<file path="config.mk">
export PLATFORM = sky130hd
export DESIGN_NAME = prefix_code_decoder
export DESIGN_NICKNAME = d
export VERILOG_FILES = /design/src/hw/prefix_code_pkg.sv /design/src/hw/prefix_code_decoder.sv /design/src/hw/prefix_pending.sv
export SDC_FILE = /design/constraint.sdc
export NUM_CORES = 1
export LEC_CHECK = 0
export BUFFER_PORTS_ARGS = -buffer_cell sky130_fd_sc_hd__clkbuf_2
export CELL_PAD_IN_SITES_DETAIL_PLACEMENT = 1
export CELL_PAD_IN_SITES_GLOBAL_PLACEMENT = 1
export CORE_UTILIZATION = 40
export CTS_BUF_LIST = sky130_fd_sc_hd__clkbuf_16
export CTS_CLUSTER_SIZE = 12
export DETAILED_ROUTE_END_ITERATION = 8
export PLACE_DENSITY = 0.84
export SETUP_SLACK_MARGIN = 0.15
export SLEW_MARGIN = 20
export SYNTH_ARGS = -nofsm -noshare
export SYNTH_HDL_FRONTEND = slang
export SYNTH_SLANG_ARGS = --single-unit
</file>
<file path="constraint.sdc">
create_clock -name core_clk -period 1 [get_ports core_clk]
set_input_delay 0.15 -clock core_clk [delete_from_list [all_inputs] [get_ports core_clk]]
set_output_delay 0.15 -clock core_clk [all_outputs]
set_load 0.1 [all_outputs]
</file>
<file path="src/hw/prefix_code_pkg.sv">
// constants and types shared by the prefix-code decoder and its state holder
// assumes the fetch stage presents one decoded instruction class per issue strobe
package prefix_code_pkg;
	// instruction classes delivered by fetch
	typedef enum logic [3:0] {
		CLS_PLAIN,         // ordinary instruction, default space
		CLS_CODE_PFX,      // code_bank_prefix
		CLS_DATA_PFX,      // data_bank_prefix
		CLS_EXTRA_PFX,     // extra_data_bank_prefix
		CLS_STACK_PFX,     // stack_bank_prefix
		CLS_SHARED_PFX,    // shared_reg_bank_prefix
		CLS_FREEZE_PFX,    // flag_freeze_prefix
		CLS_CCR_LOGIC,     // and/or on condition_code_reg
		CLS_ILM_LOAD,      // load of int_level_mask
		CLS_STATUS_POP,    // word_pop of the status word
		CLS_STRING,        // string_move, string_scan, string_fill
		CLS_STACK_OP,      // word_push, word_pop
		CLS_IO,            // io access incl bit_wait_set/bit_wait_clear
		CLS_SOFT_INT,      // soft ints incl far_soft_interrupt
		CLS_RETURN_INT,    // return_from_interrupt
		CLS_CTX_JUMP       // context_jump through accumulator
	} instr_class_type;

	// data space chosen for an instruction's accesses
	typedef enum logic [2:0] {
		SPACE_DEFAULT,     // per addressing mode
		SPACE_CODE,        // code bank
		SPACE_DATA,        // data bank
		SPACE_EXTRA,       // extra data bank
		SPACE_USER_STACK,  // user stack bank
		SPACE_SYS_STACK,   // system_stack_bank
		SPACE_OPERAND,     // bank named by string operand
		SPACE_IO           // io area
	} space_type;

	localparam logic [1:0] BANK_NONE  = 2'h0; // no bank prefix pending
	localparam logic [1:0] BANK_CODE  = 2'h1;
	localparam logic [1:0] BANK_DATA  = 2'h2;
	localparam logic [1:0] BANK_EXTRA = 2'h3;
	localparam logic       STACK_USER = 1'h0; // stack select flag values
	localparam logic       STACK_SYS  = 1'h1;
	localparam logic [4:0] SHARED_BANK_PTR = 5'h00; // bank at 000180H..00018FH
endpackage

</file>
<file path="src/hw/prefix_code_decoder.sv">
// decode-stage prefix handling: data space, register bank, flag freeze, interrupt gate
// assumes fetch gives one classified instruction per issue pulse on core_clk
`timescale 1ns/1ns
`default_nettype none
module prefix_code_decoder (
	input  wire logic                            core_clk,       // 50 MHz core clock
	input  wire logic                            reset_n,        // async reset, low active
	input  wire logic                            issue,          // instruction issued
	input  wire prefix_code_pkg::instr_class_type instrClass,    // its class
	input  wire logic                            resumeString,   // string op resumed after irq
	input  wire logic                            intAccept,      // interrupt accepted
	input  wire logic                            stackFlagWrite, // status write of stack flag
	input  wire logic                            stackFlagData,  // value written
	input  wire logic [4:0]                      regBankPointer, // reg_bank_pointer now
	output prefix_code_pkg::space_type           dataSpace,      // space for data accesses
	output logic [4:0]                           bankPtrUsed,    // effective bank pointer
	output logic                                 flagUpdateEn,   // flags may be written
	output logic                                 intSampleEn,    // irq sampling allowed
	output logic                                 stackSelect,    // stack select flag
	output logic                                 decodeValid     // outputs belong to issue
);
	import prefix_code_pkg::*;

	logic       rstMeta;   // reset synchroniser stage one
	logic       rstN;      // synchronised reset
	logic [1:0] bankQ;     // pending bank choice
	logic       stackPfxQ; // pending stack prefix
	logic       sharedQ;   // pending shared prefix
	logic       freezeQ;   // pending freeze prefix
	logic       isDisable; // one of the ten disable instructions
	logic       isPrefix;  // one of the six prefixes
	logic       consume;   // this instruction uses pending prefixes
	logic       dropPfx;   // resumed string ignores prefixes
	space_type  space_d;   // next data space
	logic [4:0] ptr_d;     // next bank pointer
	logic       flag_d;    // next flag enable

	// reset release through two flops
	always_ff @(posedge core_clk or negedge reset_n) begin
		if (!reset_n) begin
			rstMeta <= 1'b0;
			rstN    <= 1'b0;
		end else begin
			rstMeta <= 1'b1;
			rstN    <= rstMeta;
		end
	end

	// classification helpers
	always_comb begin
		isPrefix = (instrClass == CLS_CODE_PFX) || (instrClass == CLS_DATA_PFX) ||
			(instrClass == CLS_EXTRA_PFX) || (instrClass == CLS_STACK_PFX) ||
			(instrClass == CLS_SHARED_PFX) || (instrClass == CLS_FREEZE_PFX);
		// CLS_CCR_LOGIC stands for two of the ten (and, or), so nine classes make up isDisable
		isDisable = isPrefix || (instrClass == CLS_ILM_LOAD) ||
			(instrClass == CLS_CCR_LOGIC) || (instrClass == CLS_STATUS_POP);
		consume = !isDisable;
		// software keeps shared/freeze off strings; a resume drops all anyway
		dropPfx = (instrClass == CLS_STRING) && resumeString;
	end

	prefix_pending pending (
		.clk         (core_clk),
		.rstN        (rstN),
		.issue       (issue),
		.isBankPfx   ((instrClass == CLS_CODE_PFX) || (instrClass == CLS_DATA_PFX) ||
			(instrClass == CLS_EXTRA_PFX)),
		.bankSel     ((instrClass == CLS_CODE_PFX) ? BANK_CODE :
			(instrClass == CLS_DATA_PFX) ? BANK_DATA : BANK_EXTRA),
		.isStackPfx  (instrClass == CLS_STACK_PFX),
		.isSharedPfx (instrClass == CLS_SHARED_PFX),
		.isFreezePfx (instrClass == CLS_FREEZE_PFX),
		.consume     (consume),
		.bankQ       (bankQ),
		.stackQ      (stackPfxQ),
		.sharedQ     (sharedQ),
		.freezeQ     (freezeQ)
	);

	// data space selection for the consuming instruction
	always_comb begin
		space_d = SPACE_DEFAULT;
		case (instrClass)
			CLS_STRING:     space_d = SPACE_OPERAND;
			CLS_STACK_OP,
			CLS_STATUS_POP: space_d = stackSelect ? SPACE_SYS_STACK : SPACE_USER_STACK;
			CLS_IO:         space_d = SPACE_IO;
			CLS_RETURN_INT: space_d = SPACE_SYS_STACK;
			default: begin
				if (consume) begin
					if (stackPfxQ)
						space_d = stackSelect ? SPACE_SYS_STACK : SPACE_USER_STACK;
					else if (bankQ == BANK_CODE)
						space_d = SPACE_CODE;
					else if (bankQ == BANK_DATA)
						space_d = SPACE_DATA;
					else if (bankQ == BANK_EXTRA)
						space_d = SPACE_EXTRA;
				end
			end
		endcase
	end

	// register bank and flag handling
	always_comb begin
		ptr_d  = regBankPointer;
		flag_d = 1'b1;
		if (consume && !dropPfx) begin
			if (sharedQ)
				ptr_d = SHARED_BANK_PTR;
			if (freezeQ)
				flag_d = 1'b0;
		end
		if ((instrClass == CLS_SOFT_INT) || (instrClass == CLS_RETURN_INT) ||
			(instrClass == CLS_CTX_JUMP))
			flag_d = 1'b1;
	end

	// registered decode outputs
	always_ff @(posedge core_clk or negedge rstN) begin
		if (!rstN) begin
			dataSpace    <= SPACE_DEFAULT;
			bankPtrUsed  <= 5'h00;
			flagUpdateEn <= 1'b1;
			intSampleEn  <= 1'b1;
			decodeValid  <= 1'b0;
		end else begin
			decodeValid <= issue;
			if (issue) begin
				dataSpace    <= space_d;
				bankPtrUsed  <= ptr_d;
				flagUpdateEn <= flag_d;
				intSampleEn  <= !isDisable;
			end
		end
	end

	// stack select flag, set on reset and interrupt acceptance
	always_ff @(posedge core_clk or negedge rstN) begin
		if (!rstN)
			stackSelect <= STACK_SYS;
		else if (intAccept)
			stackSelect <= STACK_SYS;
		else if (stackFlagWrite)
			stackSelect <= stackFlagData;
	end
endmodule // prefix_code_decoder
`default_nettype wire

</file>
<file path="src/hw/prefix_pending.sv">
// holds the prefixes collected ahead of the instruction they modify
// assumes issue strobes come from logic on the same clock
`timescale 1ns/1ns
`default_nettype none
module prefix_pending (
	input  wire logic        clk,         // core clock
	input  wire logic        rstN,        // synchronised reset, low active
	input  wire logic        issue,       // one instruction issued
	input  wire logic        isBankPfx,   // bank prefix issued
	input  wire logic [1:0]  bankSel,     // which bank prefix
	input  wire logic        isStackPfx,  // stack bank prefix issued
	input  wire logic        isSharedPfx, // shared bank prefix issued
	input  wire logic        isFreezePfx, // flag freeze prefix issued
	input  wire logic        consume,     // non-disable instruction used them
	output logic [1:0]       bankQ,       // pending data bank choice
	output logic             stackQ,      // pending stack bank prefix
	output logic             sharedQ,     // pending shared bank prefix
	output logic             freezeQ      // pending flag freeze
);
	import prefix_code_pkg::*;

	// bank-group prefixes overwrite each other, last wins
	always_ff @(posedge clk or negedge rstN) begin
		if (!rstN) begin
			bankQ  <= BANK_NONE;
			stackQ <= 1'b0;
		end else if (issue && consume) begin
			bankQ  <= BANK_NONE;
			stackQ <= 1'b0;
		end else if (issue && isBankPfx) begin
			bankQ  <= bankSel;
			stackQ <= 1'b0;
		end else if (issue && isStackPfx) begin
			bankQ  <= BANK_NONE;
			stackQ <= 1'b1;
		end
	end

	// shared and freeze prefixes do not compete, they accumulate
	always_ff @(posedge clk or negedge rstN) begin
		if (!rstN) begin
			sharedQ <= 1'b0;
			freezeQ <= 1'b0;
		end else if (issue && consume) begin
			sharedQ <= 1'b0;
			freezeQ <= 1'b0;
		end else if (issue) begin
			sharedQ <= sharedQ | isSharedPfx;
			freezeQ <= freezeQ | isFreezePfx;
		end
	end
endmodule // prefix_pending
`default_nettype wire

</file>
==> impl_metrics.tcl, run 1 <==
set metrics [dict create \
    outcome "stopped before the end" \
    lastStage "clock tree synthesis" \
    first-error "[ERROR DPL-0033] detailed placement checks failed during check placement." \
    ys_seq_area_share_pct 48.1 \
    postCtsHoldBufs 1 \
    pin_count 28 \
    htreeDepth 1 \
    syn_avg_cell_area_um2 9.58 \
    synth_async_sr_flop_share_pct 100 \
    cts_resized 33 \
    yosys_warnings 0 \
    cts.sinks 19 \
    rows 17 \
    synth_edf_count 0 \
    die_w_um 51.9 \
    post_cts_buffers 6 \
    dp_hpwl_um 2760 \
    synth_flop_cell "dfrtp_1" \
    portBuffers 27 \
    cts-root-buf "clkbuf_16" \
    dieHeight_um 51.9 \
    clockBufferDepth 2 \
    initial_core_util_pct 43.8 \
    dp_cells 169 \
    cts_buffers 3 \
    synth_cells 104 \
    ys_ff_latch 19 \
    syn_area_um2 996 \
    place_congestion 0.853 \
    synth_nets 120 \
    synth_cell_types 37 \
]
==> cells in the mapped netlist (2+ instances only) <==
| cell | count | area share [%] |
|---|---|---|
| nor2_1 | 7 | 2.6 |
| dfstp_2 | 3 | 7.9 |
| dfrtp_1 | 16 | 40 |
| nand3_1 | 5 | 2.5 |
| inv_1 | 8 | 3.0 |
| o21ai_1 | 3 | 1.5 |
| nand2_1 | 10 | 3.8 |
| nand2b_1 | 2 | 1.3 |
| buf_2 | 4 | 2.0 |
| o22a_1 | 2 | 1.8 |
| a21oi_1 | 6 | 3.0 |
| o22ai_1 | 5 | 3.1 |
| a21o_1 | 2 | 1.5 |
| buf_4 | 2 | 1.5 |
| o21ai_0 | 6 | 3.0 |
| nor2b_1 | 2 | 1.3 |
==> cells by family after synthesis <==
family | share of synthesized area, %
AOI/OAI and AO/OA | 26.4
and+or+nand+nor | 15.6
DFF | 48.1
buffers and inverters | 7.66
xor gates and xnor gates | 0.880
muxes | 1.01
other | 0.377
==> stage by stage <==
| stage | setup slack (ps) | hold slack [ps] | cell area (um^2) |
|---|---|---|---|
| after floorplan | -223 | -146 | 1060 |
| after detailed placement | -227 | -56.2 | 1480 |
| after global placement | -121 | -64.1 | 1480 |
==> run 2: changes to the inputs <==
==> config.mk (replaced) <==
export PLATFORM = sky130hd
export DESIGN_NAME = prefix_code_decoder
export DESIGN_NICKNAME = d
export VERILOG_FILES = /design/src/hw/prefix_code_pkg.sv /design/src/hw/prefix_code_decoder.sv /design/src/hw/prefix_pending.sv
export SDC_FILE = /design/constraint.sdc
export NUM_CORES = 1
export LEC_CHECK = 0
export BUFFER_PORTS_ARGS = -buffer_cell sky130_fd_sc_hd__clkbuf_2
export CORE_AREA = 2 2 63 65
export DETAILED_ROUTE_END_ITERATION = 8
export DIE_AREA = 0 0 65 67
export PLACE_DENSITY_LB_ADDON = 0.15
export SLEW_MARGIN = 20
export SYNTH_ARGS = -nofsm -noshare
export SYNTH_HDL_FRONTEND = slang
export SYNTH_SLANG_ARGS = --single-unit
==> run 2 against run 1 <==
The flow now finishes, with violations (negative setup slack). Area after synthesis did not move. Synthesized cell count did not move.
==> impl_metrics.tcl, run 2 <==
set metrics [dict create \
    slowest_delay_ps 620 \
    leakagePower_uw 0.000724 \
    synth_top_area_share_pct 40.2 \
    powerDensity_nw_per_um2 1550 \
    met3WireLength_um 125 \
    core-area_um2 3610 \
    worstSetupPathType "reg -> out" \
    reg_top3 "bankPtrUsed: 5 flops, dataSpace: 3 flops, pending.bankQ: 2 flops" \
    final_common_cell "buf_4" \
    pin_count 28 \
    instances_no_fill 199 \
    yosys_warnings 0 \
    clock_skew_ps 4.84 \
    largest_reg_flops 5 \
    hold_path_depth 2 \
    syn2layout_area_growth_pct 62.9 \
    synth_nets 120 \
    min_period_over_period_pct 127 \
    synth_flop_cell "dfrtp_1" \
    grt_antenna_before_repair 0 \
    grt_pass1_vias 960 \
    setup_viol 12 \
    drt-pass1-iter-count 4 \
    drcViolationCount 0 \
    r2r_start "stackSelect" \
    portBuffers 27 \
    route.vias.total 899 \
    rr_endpoint "dataSpace[0]" \
    drive_above_1_share_pct 51.7 \
    grtUsageTotal_pct 13.0 \
    rows 22 \
    initial_core_util_pct 27.6 \
    syn_area_um2 996 \
    grt_pass1_wl_um 4280 \
    cp_cell_sequence "buf_6, buf_12" \
    synth_async_sr_flop_share_pct 100 \
    syn_avg_cell_area_um2 9.58 \
    die_w_um 65 \
    place_congestion 0.706 \
    hold_class "in -> reg" \
    dp_cells 192 \
    drtIter0Drc 38 \
    grt-ovfl-total 0 \
    ant_nets 0 \
    register_area_um2 503 \
    start_kind "flip-flop" \
    ir_drop_uv 607 \
    regMostFlops "bankPtrUsed" \
    reg2reg_depth 5 \
    hold_viol 0 \
    multiInputGateArea_um2 464 \
    fin_tns_setup_ps -919 \
    nFillCells 357 \
    whs_endpoint "stackSelect" \
    synth_edf_count 0 \
    crit_family "flip-flops" \
    cts_buffers 3 \
    yosys.area.top_type "dfrtp_1" \
    drt_wl_total_um 2440 \
    cts.reportedPaths.clkPinSlew_ps 70 \
    diodes 0 \
    holdWs_ps 87.4 \
    synth_area_leaders "dfrtp_1 40%, dfstp_2 7.9%, nand2_1 3.8%" \
    slew_viol_final 0 \
    cp.buffers_inverters 2 \
    maxUsedRoutingLayer "met4" \
    max_freq_mhz 784 \
    synth_cell_types 37 \
    wl_met1_um 1090 \
    rrSetupSlack_ps -150 \
    ys_seq_area_share_pct 48.1 \
    worstSkewPairLatency_ps 260 \
    end_kind "output port" \
    failed_checks "negative setup slack" \
    die_area_um2 4360 \
    finish.utilization_pct 45.0 \
    ys_ff_latch 19 \
    min_from "intAccept" \
    route.met2.wl_um 1200 \
    fin_nets 168 \
    layout_min_cycle_time_ps 1270 \
    p_total_uw 2520 \
    ys_top_cells_by_count "16 x dfrtp_1, 10 x nand2_1, 8 x inv_1, 7 x nor2_1" \
    final_cell_mix "19 x buf_4, 15 x clkbuf_2, 14 x buf_12" \
    cts-root-buf "clkbuf_8" \
    clockBufferDepth 2 \
    cts.sinks 19 \
    drv_cap 0 \
    yosysMostFrequentCell "dfrtp_1" \
    htreeDepth 1 \
    rsz0062_at_grt "yes" \
    grt_start_max_net_pins 23 \
    required_ps 850 \
    cp_slowest_cell "dfstp_4" \
    wl_per_cell_um 12.3 \
    fin_ws_ps -275 \
    post_drt_via_cell_ratio 4.52 \
    synth_cells 104 \
    crit_cells 2 \
    dieHeight_um 67 \
    critPathArrivalTime_ps 1120 \
    cp_max_fo 2 \
    cts_tree "done" \
    dp_hpwl_um 1860 \
    outcome "complete, but fails checks" \
]
## run 2: cell counts after synthesis
No cell type changed its count.
## run 2: area by class of cell
cell class / instances / area share (%)
clock buffers: 3 / 2.54
multi-input cells: 70 / 28.6
inverters: 8 / 1.85
well taps: 48 / 3.70
clock inverters: 1 / 0.308
flip-flops and latches: 19 / 31.0
repair buffers: 50 / 32.0
## run 2: kinds of logic (layout without fill, tap and decap cells)
kind of cell           after synthesis  after routing  synth area share [%]
XOR/XNOR                             1              1                 0.880
AO/OA/AOI/OAI                       36             36                  26.4
flip-flops                          19             19                  48.1
multiplexers                         1              1                  1.01
other                                1              1                 0.377
AND/OR/NAND/NOR                     31             31                  15.6
buffers and inverters               15             62                  7.66
## run 2: repair_timing
action / 4_1_cts / 5_1_grt
endpoints found under the setup margin: 14 / 21
hold buffers: 1 / 0
hold endpoints to repair: 2 / 0
resized for setup: 2 / 5
buffers inserted: 1 / 1
pin swaps: 3 / 1
## run 2: through the flow
step / setup WS, ps / area, um^2
floorplan: -223 / 1030
global placement: -180 / 1530
detailed placement: -211 / 1530
CTS: -290 / 1600
global route: -305 / 1620
finish: -275 / 1620
## run 2: where the power goes
| group | switching (uW) | internal [uW] | leakage [uW] |
|---|---|---|---|
| clock | 251 | 277 | 0.0000255 |
| sequential | 95.1 | 876 | 0.000219 |
| combinational | 602 | 416 | 0.000480 |
| total | 948 | 1570 | 0.000724 |
## run 2: how the worst max path moves through the flow
stage                              from              to  slack (ps)
final                       stackSelect     stackSelect        -270
after global routing        stackSelect     stackSelect        -300
after CTS                   stackSelect     stackSelect        -290
after detailed placement  instrClass[1]  bankPtrUsed[1]        -210
after global placement    instrClass[1]  bankPtrUsed[4]        -180
after floorplan             stackSelect    dataSpace[0]        -220
## run 2: routing by layer
layer,global-route usage [%],vias to the layer above
met5,0,-
met3,4.05,4
li1,-,459
met1,15.8,415
met2,22.2,21
met4,3.19,0
Note: power is estimated with default switching activity, not from simulation.
